===== src/pkg/rim_defs.vh =====
// constants for the raw input mode receive port
`ifndef RIM_DEFS_VH
`define RIM_DEFS_VH

// register offsets
`define RIM_ADDR_PORT_CFG    8'h6d
`define RIM_ADDR_VC          8'h70
`define RIM_ADDR_DT          8'h71

// port_input_config fields
`define RIM_CFG_MODE_LSB     0
`define RIM_CFG_MODE_MSB     1
`define RIM_CFG_SYNC_BC_BIT  2
`define RIM_CFG_RAW8_BIT     3
`define RIM_CFG_MSB_ALN_BIT  4
`define RIM_CFG_RESET        8'h00
`define RIM_VC_RESET         2'h0
`define RIM_DT_RESET         6'h00

// rx_input_mode_field encodings
`define RIM_MODE_CSI2        2'h0
`define RIM_MODE_TWELVE_SLOW 2'h1
`define RIM_MODE_TWELVE_FAST 2'h2
`define RIM_MODE_TEN         2'h3

// strap selections
`define RIM_STRAP_CSI2_ASYNC 3'h0
`define RIM_STRAP_TWELVE_LF  3'h1
`define RIM_STRAP_TWELVE_HF  3'h2
`define RIM_STRAP_TEN        3'h3
`define RIM_STRAP_CSI2_SYNC  3'h4

// csi-2 data types
`define RIM_DT_FS            6'h00
`define RIM_DT_FE            6'h01
`define RIM_DT_LS            6'h02
`define RIM_DT_LE            6'h03
`define RIM_DT_RAW8          6'h2a
`define RIM_DT_RAW10         6'h2b
`define RIM_DT_RAW12         6'h2c

// output word kinds
`define RIM_KIND_FS          3'h0
`define RIM_KIND_FE          3'h1
`define RIM_KIND_LS          3'h2
`define RIM_KIND_LE          3'h3
`define RIM_KIND_PIX         3'h4

// timing
`define RIM_CLK_MHZ          250
`define RIM_STRAP_WAIT_US    1000
// 1 ms at 250 MHz, sized to the 20-bit wait counter
`define RIM_STRAP_WAIT_CYC   20'd250000

`endif


===== src/hw/rim_raw_rx.v =====
// raw input mode receive port: mode strap, config registers, sync-to-packet builder
`timescale 1ns/100ps
`default_nettype none
`include "rim_defs.vh"

module rim_raw_rx #(
    parameter [19:0] STRAP_WAIT_CYCLES = `RIM_STRAP_WAIT_CYC
) (
    input  wire        clk_in,
    input  wire        reset_in,
    input  wire        power_down_bar_in,
    input  wire [2:0]  mode_strap_in,
    input  wire        ref_clock_good_in,
    input  wire [7:0]  reg_addr_in,
    input  wire        reg_wr_in,
    input  wire [7:0]  reg_wdata_in,
    input  wire        reg_rd_in,
    output reg  [7:0]  reg_rdata_out,
    input  wire        pix_valid_in,
    input  wire [11:0] pix_data_in,
    input  wire        hsync_in,
    input  wire        vsync_in,
    output reg         pix_ready_out,
    output wire        pkt_valid_out,
    output wire [2:0]  pkt_kind_out,
    output wire [1:0]  pkt_vc_out,
    output wire [5:0]  pkt_dt_out,
    output wire [11:0] pkt_data_out,
    input  wire        pkt_ready_in,
    output reg  [2:0]  strap_code_out,
    output reg         strap_done_out,
    output reg         clk_sel_ext_out
);
    localparam ST_IDLE = 3'b001;
    localparam ST_WAIT = 3'b010;
    localparam ST_DONE = 3'b100;

    reg [2:0]  st_r;
    reg [19:0] wait_cnt_r;
    reg [7:0]  cfg_r;
    reg [1:0]  vc_r;
    reg [5:0]  dt_r;
    reg        h_r;
    reg        v_r;
    reg [4:0]  pend_r;
    reg [4:0]  pend_nxt;
    reg [11:0] pix_hold_r;
    reg [5:0]  pix_dt_r;
    reg [11:0] pix_fmt;
    reg [5:0]  pix_dt_auto;
    reg [2:0]  emit_kind;
    reg [5:0]  emit_dt;
    reg [4:0]  emit_bit;
    reg        strap_load;
    reg [7:0]  strap_cfg;

    wire [1:0] mode     = cfg_r[`RIM_CFG_MODE_MSB:`RIM_CFG_MODE_LSB];
    wire       raw_mode = (mode != `RIM_MODE_CSI2);
    wire       accept   = pix_valid_in & pix_ready_out;
    wire       buf_ready;

    ////////////////////////////////////////////////////////////////////////
    // strap capture after power-down release

    // selections 5 to 7 are undefined; fall back to csi-2 async input
    always @* begin
        strap_cfg = `RIM_CFG_RESET;
        case (mode_strap_in)
            `RIM_STRAP_TWELVE_LF: strap_cfg[1:0] = `RIM_MODE_TWELVE_SLOW;
            `RIM_STRAP_TWELVE_HF: strap_cfg[1:0] = `RIM_MODE_TWELVE_FAST;
            `RIM_STRAP_TEN:       strap_cfg[1:0] = `RIM_MODE_TEN;
            `RIM_STRAP_CSI2_SYNC: strap_cfg[`RIM_CFG_SYNC_BC_BIT] = 1'b1;
            default:              strap_cfg[1:0] = `RIM_MODE_CSI2;
        endcase
    end

    always @* begin
        strap_load = (st_r == ST_WAIT) && power_down_bar_in &&
                     (wait_cnt_r == STRAP_WAIT_CYCLES - 20'd1);
    end

    always @(posedge clk_in or posedge reset_in) begin
        if (reset_in) begin
            st_r           <= ST_IDLE;
            wait_cnt_r     <= 20'h00000;
            strap_code_out <= 3'h0;
            strap_done_out <= 1'b0;
        end else begin
            case (st_r)
                ST_IDLE: begin
                    wait_cnt_r <= 20'h00000;
                    if (power_down_bar_in) begin
                        st_r <= ST_WAIT;
                    end
                end
                ST_WAIT: begin
                    wait_cnt_r <= wait_cnt_r + 20'h00001;
                    if (!power_down_bar_in) begin
                        st_r <= ST_IDLE;
                    end else if (strap_load) begin
                        st_r           <= ST_DONE;
                        strap_code_out <= mode_strap_in;
                        strap_done_out <= 1'b1;
                    end
                end
                ST_DONE: begin
                    // stay here so the strap is sampled only once per release
                    if (!power_down_bar_in) begin
                        st_r           <= ST_IDLE;
                        strap_done_out <= 1'b0;
                    end
                end
                default: begin
                    st_r <= ST_IDLE;
                end
            endcase
        end
    end

    // backup oscillator until the reference is usable; the select moves once,
    // and only after the strap is settled, so the clock mux sees one clean change
    always @(posedge clk_in or posedge reset_in) begin
        if (reset_in) begin
            clk_sel_ext_out <= 1'b0;
        end else if (ref_clock_good_in && (st_r == ST_DONE)) begin
            clk_sel_ext_out <= 1'b1;
        end
    end

    ////////////////////////////////////////////////////////////////////////
    // registers

    always @(posedge clk_in or posedge reset_in) begin
        if (reset_in) begin
            cfg_r <= `RIM_CFG_RESET;
            vc_r  <= `RIM_VC_RESET;
            dt_r  <= `RIM_DT_RESET;
        end else begin
            // strap load wins over a write landing in the same cycle
            if (strap_load) begin
                cfg_r <= strap_cfg;
            end else if (reg_wr_in && (reg_addr_in == `RIM_ADDR_PORT_CFG)) begin
                cfg_r <= {3'h0, reg_wdata_in[4:0]};
            end
            if (reg_wr_in && (reg_addr_in == `RIM_ADDR_VC)) begin
                vc_r <= reg_wdata_in[1:0];
            end
            if (reg_wr_in && (reg_addr_in == `RIM_ADDR_DT)) begin
                dt_r <= reg_wdata_in[5:0];
            end
        end
    end

    always @(posedge clk_in or posedge reset_in) begin
        if (reset_in) begin
            reg_rdata_out <= 8'h00;
        end else if (reg_rd_in) begin
            case (reg_addr_in)
                `RIM_ADDR_PORT_CFG: reg_rdata_out <= cfg_r;
                `RIM_ADDR_VC:       reg_rdata_out <= {6'h00, vc_r};
                `RIM_ADDR_DT:       reg_rdata_out <= {2'h0, dt_r};
                default:            reg_rdata_out <= 8'h00;
            endcase
        end
    end

    ////////////////////////////////////////////////////////////////////////
    // pixel formatting

    always @* begin
        pix_fmt     = pix_data_in;
        pix_dt_auto = `RIM_DT_RAW12;
        if (mode == `RIM_MODE_TEN) begin
            pix_fmt     = {2'h0, pix_data_in[9:0]};
            pix_dt_auto = `RIM_DT_RAW10;
            if (cfg_r[`RIM_CFG_RAW8_BIT]) begin
                pix_dt_auto = `RIM_DT_RAW8;
                if (cfg_r[`RIM_CFG_MSB_ALN_BIT]) begin
                    pix_fmt = {4'h0, pix_data_in[9:2]};
                end else begin
                    pix_fmt = {4'h0, pix_data_in[7:0]};
                end
            end
        end
    end

    ////////////////////////////////////////////////////////////////////////
    // sync edges to packet events; order per sample: LE, FE, FS, LS, pixel

    always @* begin
        emit_bit  = 5'h00;
        emit_kind = `RIM_KIND_PIX;
        emit_dt   = pix_dt_r;
        if (pend_r[0]) begin
            emit_bit  = 5'h01;
            emit_kind = `RIM_KIND_LE;
            emit_dt   = `RIM_DT_LE;
        end else if (pend_r[1]) begin
            emit_bit  = 5'h02;
            emit_kind = `RIM_KIND_FE;
            emit_dt   = `RIM_DT_FE;
        end else if (pend_r[2]) begin
            emit_bit  = 5'h04;
            emit_kind = `RIM_KIND_FS;
            emit_dt   = `RIM_DT_FS;
        end else if (pend_r[3]) begin
            emit_bit  = 5'h08;
            emit_kind = `RIM_KIND_LS;
            emit_dt   = `RIM_DT_LS;
        end else if (pend_r[4]) begin
            emit_bit  = 5'h10;
        end
    end

    always @* begin
        pend_nxt = pend_r;
        if (buf_ready) begin
            pend_nxt = pend_r & ~emit_bit;
        end
        // csi-2 input mode: samples are taken and dropped, no packets built
        if (accept && raw_mode) begin
            pend_nxt[0] = h_r & ~hsync_in;
            pend_nxt[1] = v_r & ~vsync_in;
            pend_nxt[2] = ~v_r & vsync_in;
            pend_nxt[3] = ~h_r & hsync_in & vsync_in;
            pend_nxt[4] = hsync_in & vsync_in;
        end
    end

    // one sample at a time keeps the throughput at one event-producing sample per two cycles at best,
    // but a stalled receiver can never drop an event
    always @(posedge clk_in or posedge reset_in) begin
        if (reset_in) begin
            pend_r        <= 5'h00;
            h_r           <= 1'b0;
            v_r           <= 1'b0;
            pix_hold_r    <= 12'h000;
            pix_dt_r      <= 6'h00;
            pix_ready_out <= 1'b0;
        end else begin
            pend_r        <= pend_nxt;
            pix_ready_out <= (pend_nxt == 5'h00);
            if (accept) begin
                h_r        <= hsync_in;
                v_r        <= vsync_in;
                pix_hold_r <= pix_fmt;
                pix_dt_r   <= (dt_r != 6'h00) ? dt_r : pix_dt_auto;
            end
        end
    end

    rim_buf2 #(
        .W(23)
    ) u_buf (
        .clk_in        (clk_in),
        .reset_in      (reset_in),
        .in_valid_in   (pend_r != 5'h00),
        .in_data_in    ({emit_kind, vc_r, emit_dt, pix_hold_r}),
        .in_ready_out  (buf_ready),
        .out_valid_out (pkt_valid_out),
        .out_data_out  ({pkt_kind_out, pkt_vc_out, pkt_dt_out, pkt_data_out}),
        .out_ready_in  (pkt_ready_in)
    );
endmodule

`default_nettype wire


===== src/hw/rim_buf2.v =====
// two-entry valid/ready buffer with registered outputs
`timescale 1ns/100ps
`default_nettype none

module rim_buf2 #(
    parameter W = 23
) (
    input  wire         clk_in,
    input  wire         reset_in,
    input  wire         in_valid_in,
    input  wire [W-1:0] in_data_in,
    output wire         in_ready_out,
    output wire         out_valid_out,
    output wire [W-1:0] out_data_out,
    input  wire         out_ready_in
);
    reg [W-1:0] q0_r;
    reg [W-1:0] q1_r;
    reg         v0_r;
    reg         v1_r;
    wire        push;
    wire        pop;

    // ready is the inverse of the second slot: a flop, no comb path from out_ready
    assign in_ready_out  = ~v1_r;
    assign out_valid_out = v0_r;
    assign out_data_out  = q0_r;
    assign push = in_valid_in & ~v1_r;
    assign pop  = out_ready_in & v0_r;

    always @(posedge clk_in or posedge reset_in) begin
        if (reset_in) begin
            q0_r <= {W{1'b0}};
            q1_r <= {W{1'b0}};
            v0_r <= 1'b0;
            v1_r <= 1'b0;
        end else begin
            case ({push, pop})
                2'b10: begin
                    if (!v0_r) begin
                        q0_r <= in_data_in;
                        v0_r <= 1'b1;
                    end else begin
                        q1_r <= in_data_in;
                        v1_r <= 1'b1;
                    end
                end
                2'b01: begin
                    if (v1_r) begin
                        q0_r <= q1_r;
                        v1_r <= 1'b0;
                    end else begin
                        v0_r <= 1'b0;
                    end
                end
                2'b11: begin
                    if (v1_r) begin
                        q0_r <= q1_r;
                        q1_r <= in_data_in;
                    end else begin
                        q0_r <= in_data_in;
                    end
                end
                default: begin
                    q0_r <= q0_r;
                end
            endcase
        end
    end
endmodule

`default_nettype wire


===== config.mk =====
export PLATFORM = sky130hd
export DESIGN_NAME = rim_raw_rx
export DESIGN_NICKNAME = d
export VERILOG_FILES = /design/src/hw/rim_raw_rx.v /design/src/hw/rim_buf2.v
export VERILOG_INCLUDE_DIRS = /design/src /design/src/pkg
export SDC_FILE = /design/constraint.sdc
export NUM_CORES = 1
export LEC_CHECK = 0
export ABC_AREA = 1
export ABC_CLOCK_PERIOD_IN_PS = 2020
export BUFFER_PORTS_ARGS = -buffer_cell sky130_fd_sc_hd__buf_2
export CORE_MARGIN = 5
export CORE_UTILIZATION = 40
export CTS_CLUSTER_SIZE = 28
export DETAILED_ROUTE_END_ITERATION = 6
export GPL_TIMING_DRIVEN = 0
export PLACE_DENSITY = 0.66
export RECOVER_POWER = 100
export REMOVE_ABC_BUFFERS = 1
export SLEW_MARGIN = 5
export SYNTH_ARGS = -nofsm -noshare
export SYNTH_HDL_FRONTEND = slang
export SYNTH_HIERARCHICAL = 1
export SYNTH_SLANG_ARGS = --single-unit

===== constraint.sdc =====
create_clock -name clk_in -period 2.02 [get_ports clk_in]
set_input_delay 0.101 -clock clk_in [delete_from_list [all_inputs] [get_ports clk_in]]
set_output_delay 0.101 -clock clk_in [all_outputs]
set_load 0.01 [all_outputs]

## After elaboration in Yosys (flattened, before gate mapping)

Cells that the tools add are included.

| word-level totals | value |
|---|---|
| bits in registers | 126 |
| latch bits | 0 |
| RAM bits | 0 |
| bits in read-only memories | 0 |
| output and inout port bits | 38 |
| logic and storage cells | 132 |
| memories kept | 0 |

| operators by class | value |
|---|---|
| add/sub/neg operators | 1 |
| multiply operators | 0 |
| div/mod/pow operators | 0 |
| $lt $le $gt $ge | 0 |
| equal/unequal tests | 25 |
| shift-type cells | 0 |
| muxes and demuxes | 47 |
| bitwise operators | 16 |
| reductions and logical operators | 24 |

Operators by type and width:

| kind | number |
|---|---|
| $mux 23 | 5 |
| $pmux 23 s3 | 1 |
| $pmux 23 s2 | 1 |
| $pmux 20 s2 | 1 |
| $mux 5 | 7 |
| $mux 6 | 5 |
| $mux 3 | 9 |
| $eq 8x7->1 const B | 3 |
| $mux 8 | 3 |
| $pmux 8 s3 | 1 |
| $add 20x1->20 const B | 1 |
| $eq 20x18->1 const B | 1 |
| $mux 12 | 1 |
| $ne 2x2->1 const B | 6 |
| $reduce_and 3->1 | 4 |
| $reduce_bool 2->1 | 6 |
| $mux 10 | 1 |
| $and 1x1->1 | 9 |
| $eq 3x2->1 const B | 3 |
| $pmux 3 s3 | 1 |
| $logic_and 1x1->1 | 7 |
| $mux 1 | 7 |
| $eq 2x2->1 const B | 3 |
| $eq 3x1->1 const B | 2 |
| 15 further kinds | 25 |

## Longest topological paths before layout

| depth | value |
|---|---|
| depth in word-level cells | 10 |
| gate-level depth with buffers | 10 |
| gate-level depth less buffers | 9 |

## Modules after synthesis

The synthesis kept the hierarchy.

By module, submodules not included:

| module | instances | cells an instance | area an instance (µm²) | sequential area each (µm²) |
|---|---|---|---|---|
| rim_raw_rx | 1 | 501 | 3,842.4 | 1,828.0 |
| rim_buf2 | 1 | 303 | 2,348.5 | 1,201.2 |

## Least setup slack after synthesis

OpenSTA, ideal clock, no wires.

| path | value |
|---|---|
| path type | flip-flop to flip-flop |
| from | register pend_r[0] |
| to | register u_buf.q0_r[10] (netlist: u_buf/out_data_out[10]) |
| data arrival time | 1.600 ns |
| setup slack | 0.302 ns |
| cell stages (with the launch flop) | 11 |
| period minus slack after synthesis | 1.718 ns |
| cells stage by stage | dfrtp_1 nor2_1 nand3_1 or2_2 nand2_8 nand2_4 inv_2 buf_6 nand2_1 nand3_1 nand2_1 |

| on the way | value |
|---|---|
| word-level cells in the longest chain between the ends | 5 |
| elaborated cells on any way between the ends | 10 |
| those cells by class | eq/ne: 5; mux: 1; bitwise: 1; reduce/logical: 3 |

Ends and longest elaborated chain:

| what | line | text |
|---|---|---|
| start: declaration | rim_raw_rx.v:45 | `reg [4:0] pend_r;` |
| start signal: assignment | rim_raw_rx.v:241 | `pend_r <= pend_nxt;` |
| $reduce_bool 5->1 (*) | rim_raw_rx.v:257 | `.in_valid_in (pend_r != 5'h00),` |
| $and 1x1->1 (*) | rim_buf2.v:28 | `assign push = in_valid_in & ~v1_r;` |
| $eq 2x1->1 / $eq 2x2->1 (equally long branches) | rim_buf2.v:38 | `case ({push, pop})` |
| $ne 2x1->1 (no line) (tied with other cells) | - |  |
| $reduce_and 3->1 (no line) | - |  |
| end signal: assignment | rim_buf2.v:33 | `q0_r <= {W{1'b0}};` |
| end signal: assignment | rim_buf2.v:41 | `q0_r <= in_data_in;` |
| end signal: assignment | rim_buf2.v:50 | `q0_r <= q1_r;` |
| end: declaration | rim_buf2.v:17 | `reg [W-1:0] q0_r;` |

Mark *: on every way between the ends. The rest lies on a longest branch, timed or not.
A chain may end at the register's enable or synchronous reset.

## Worst setup path after layout

| path | value |
|---|---|
| from | register pend_r[0] |
| to | register u_buf.q0_r[11] (netlist: u_buf/out_data_out[11]) |

Same word-level chain as after synthesis.

==> reports/metrics.sh <==
TOTAL_ROUTING_USAGE_REPORTED_BY_GLOBAL_ROUTING_PCT=16.1
CTS.ROOT.BUFFER_CELL='clkbuf_16'
RSZ_0062_RAISED_AFTER_GLOBAL_ROUTING='false'
DRC=0
GRT_FIRST_PASS_WIRELENGTH_UM=23600
CLK_BUF_DEPTH=2
GRT_REMAINING_OVERFLOW=0
CRIT_TYPE='reg -> reg'
POST-ROUTE-MIN-PERIOD_PS=1860
DPL.HPWL_UM=10000
ROUTE.DETAILED.WL_PER_INST_UM=13.0
MOSTFREQUENTLAYOUTCELLS='244 x nand2_1, 118 x dfrtp_1, 116 x inv_1'
VIAS_PER_CELL=4.78
FINAL_SETUP_VIOLS=0
END_KIND='register'
RUN_STATUS='finished clean'
CLOCK_LATENCY_PS=410
PATH_MAX_FANOUT=21
NNETSFINAL=944
WORSTHOLDENDPOINT='strap_code_out[1]$_DFFE_PP0P_'
POSTCTSSETUPREPAIRBUFS=0
YOSYS_WARNINGS=6
CP-START-KIND='register'
MAX_SLEW_MARGIN_PCT=20.6
INITIAL_UTIL_PCT=40.7
FINALCLOCKSKEW_PS=7.19
DIEAREA_UM2=18100
WIRELENGTH_UM=14300
TIGHTEST_PIN_TRANSITION_PS=1180
FIN_CELLS=1101
DP_SLACK_PS=-241
FINAL_ANTENNA_NET_COUNT=0
YOSYS.CELL_TYPES.COUNT=42
WORST_EP_ARRIVAL_TIME_PS=2150
RR_WORST_DEPTH=9
HOLD_DEPTH=3
FP.COREAREA_UM2=15200
PLACEMENTROWS=45
SETUP_SLACK_PS=162
NFILLCELLS=1495
FINAL_LAYOUT_SIZE_SUFFIX_GT1_SHARE_PCT=12.4
NETLIST_INSTANCES=804
CTS_MADE_BUFFERS=17
MOST_COMMON_CELL_AFTER_LAYOUT_FILL_AND_TAPS_ASIDE='nand2_1'
PLACEDCELLCOUNT=1049
SYN_AVG_CELL_AREA_UM2=7.70
VDD_DROP_MAX_mV=0.637
POWER.TOTAL_mW=7.27
VIAS_IN_THE_FIRST_GLOBAL_ROUTE=4919
HP-CLASS='in -> reg'
DRC_VIOLATION_TOTAL_AFTER_THE_FIRST_TRITONROUTE_ITERATION=243
PORT_BUFFERS=74
REQUIRED_PS=2320
GRT_ANTENNA_BEFORE_REPAIR=0
CRITICAL_PATH.REG2REG.ENDPOINT='u_buf/out_data_out[11]$_DFFE_PP0P_'
CHIPHEIGHT_UM=134
FLOW.AREA_GROWTH_FROM_SYNTHESIS_PCT=21.0
LEAKAGEPOWER_nW=3.77
SYNTH.CELL_AREA_UM2=6190
FMAX_MHz=538
SYNTH_SEQUENTIAL_AREA_RATIO_PCT=48.9
DESIGN.PORTCOUNT=79
CAP_VIOLATIONS=0
DIE_W_UM=134
REPORT.FINAL.SLEW_VIOL_COUNT=0
WORSTREG2REGSTART='pend_r[0]$_DFF_PP0_'
DR_TOTAL_VIAS=5258
GLOBALPLACE.CONGESTION=0.872
REGISTER_BIT_TOTAL_FROM_SYNTHESIS=121
WORSTHOLDSTART='mode_strap_in[1]'
CLKSINKCOUNT=121
TOTALNEGATIVESETUPSLACK_PS=0
POST-ROUTE-PERIOD-UTIL_PCT=92.0
GRT_START_MAX_NET_PINS=51
DRTPASS1ITERATIONS=4
TRITONCTS='done'
N_ANTENNA_CELL=0
POWER_DENSITY_nW_PER_UM2=971
CTS.REPORTEDPATHS.CLKPINSLEW_PS=50
REGISTER_AREA_UM2=3030
CTS-HTREE-LEVELS=4
MULTI_INPUT_COMB_AREA_UM2=2570
REPORT.FINAL.HOLD_VIOL_COUNT=0
R2R_SETUP_SLACK_PS=160
how the worst max path moves through the flow:
stage	startpoint	endpoint	cells past startpoint
CTS	pend_r[0]$_DFF_PP0_	u_buf/out_data_out[11]$_DFFE_PP0P_	9
global route	pix_ready_out$_DFF_PP0_	pix_hold_r[0]$_DFFE_PP0N_	5
detailed placement	pend_r[0]$_DFF_PP0_	u_buf/q1_r[0]$_DFFE_PP0P_	7
global placement	reset_in	reg_rdata_out[1]$_DFFE_PP0P_	2
floorplan	reset_in	cfg_r[0]$_DFFE_PP0P_	1
finish	pend_r[0]$_DFF_PP0_	u_buf/out_data_out[11]$_DFFE_PP0P_	9
cell usage after synthesis:
| master | count | share of area [%] |
|---|---|---|
| nor2_2 | 2 | 0.20 |
| nand4_1 | 9 | 0.91 |
| buf_6 | 5 | 0.91 |
| dfrtp_1 | 120 | 49 |
| nand3_1 | 69 | 5.6 |
| or2_2 | 1 | 0.10 |
| mux2i_1 | 1 | 0.16 |
| nand2_1 | 243 | 15 |
| nand4_2 | 1 | 0.20 |
| o21ai_2 | 4 | 0.57 |
| nor2_4 | 4 | 0.73 |
| o22ai_1 | 4 | 0.40 |
| o211ai_1 | 1 | 0.12 |
| ha_1 | 1 | 0.20 |
| buf_4 | 7 | 0.85 |
| o21ai_0 | 62 | 5.0 |
| a31o_2 | 1 | 0.14 |
| buf_12 | 1 | 0.32 |
| o21ai_1 | 8 | 0.65 |
| nand3_2 | 3 | 0.49 |
| a21o_1 | 1 | 0.12 |
| nand2_4 | 2 | 0.36 |
| o21a_1 | 5 | 0.61 |
| nor2_1 | 56 | 3.4 |
| a21oi_1 | 20 | 1.6 |
| inv_4 | 1 | 0.10 |
| nand2_2 | 18 | 1.8 |
| nor3_2 | 2 | 0.32 |
| nor4_1 | 1 | 0.10 |
| o32ai_1 | 1 | 0.14 |
| nor3b_4 | 1 | 0.30 |
| nor3_1 | 8 | 0.65 |
| nand2_8 | 1 | 0.32 |
| clkbuf_1 | 3 | 0.18 |
| buf_2 | 4 | 0.32 |
| inv_2 | 7 | 0.42 |
| o31ai_1 | 5 | 0.61 |
| conb_1 | 1 | 0.061 |
| dfstp_2 | 1 | 0.42 |
| a31oi_1 | 1 | 0.10 |
| inv_1 | 116 | 7.0 |
| and2_1 | 2 | 0.20 |
critical path, stage by stage (launching register included):
cell and delay, ps:
dfrtp_1 400, nor2_2 170, nand3_2 160, or2_4 290
nand2_8 120, nand2_4 110, nand2_8 140, inv_4 130
nand3_1 150, nand2_1 60
timing repair:
action	CTS	global route
endpoints found under the hold margin	75	0
endpoints found under the setup margin	49	32
hold buffers	21	0
cloned	0	1
gates resized for setup	9	9
pin swaps	0	2
stage by stage:
| stage | hold slack (ps) | util [%] | area (µm²) |
|---|---|---|---|
| after floorplan | 156 | - | 6030 |
| after global placement | 305 | 43.7 | 6640 |
| after detailed placement | 111 | 44.0 | 6690 |
| after CTS | 4.88 | 49.6 | 7540 |
| after global routing | 12.5 | 49.3 | 7490 |
| final | 15.3 | 49.3 | 7490 |
flip-flops by register name, indices dropped and copies added, names as in the netlist, 6 cells and up:
| name | count |
|---|---|
| wait_cnt_r | 20 |
| reg_rdata_out | 6 |
| pix_hold_r | 12 |
| pix_dt_r | 6 |
| u_buf/q1_r | 23 |
| dt_r | 6 |
| u_buf/out_data_out | 23 |
metal layers:
metal | up-vias | global-route usage [%] | routed length [µm]
met5 | - | 0 | 0
met4 | 0 | 5.77 | 237
met3 | 20 | 4.01 | 644
met2 | 99 | 26.5 | 6830
met1 | 2401 | 20.7 | 6630
li1 | 2738 | - | -
area by class of cell:
type / count / share of cell area [%]
repair buffers: 97 / 7.53
clock buffers: 23 / 6.51
well taps: 188 / 3.14
inverters: 124 / 6.48
clock inverters: 7 / 1.55
multi-input cells: 541 / 34.3
flip-flops and latches: 121 / 40.5
report_power, final:
group / internal, mW / switching [mW] / total, mW / leakage, nW
combinational: 0.421 / 0.795 / 1.22 / 1.93
clock: 2.05 / 1.03 / 3.08 / 0.295
sequential: 2.77 / 0.202 / 2.97 / 1.55
total: 5.24 / 2.03 / 7.27 / 3.77
kinds of logic after synthesis:
logic type      Yosys count  share of synthesized area, %
simple gates            423                          30.4
buf+inv                 144                          10.1
flops                   121                          48.9
compound gates          113                          10.1
mux                       1                         0.162
fa+ha+maj                 1                         0.202
other cells               1                        0.0606
Power figures use the tool's default switching activity.
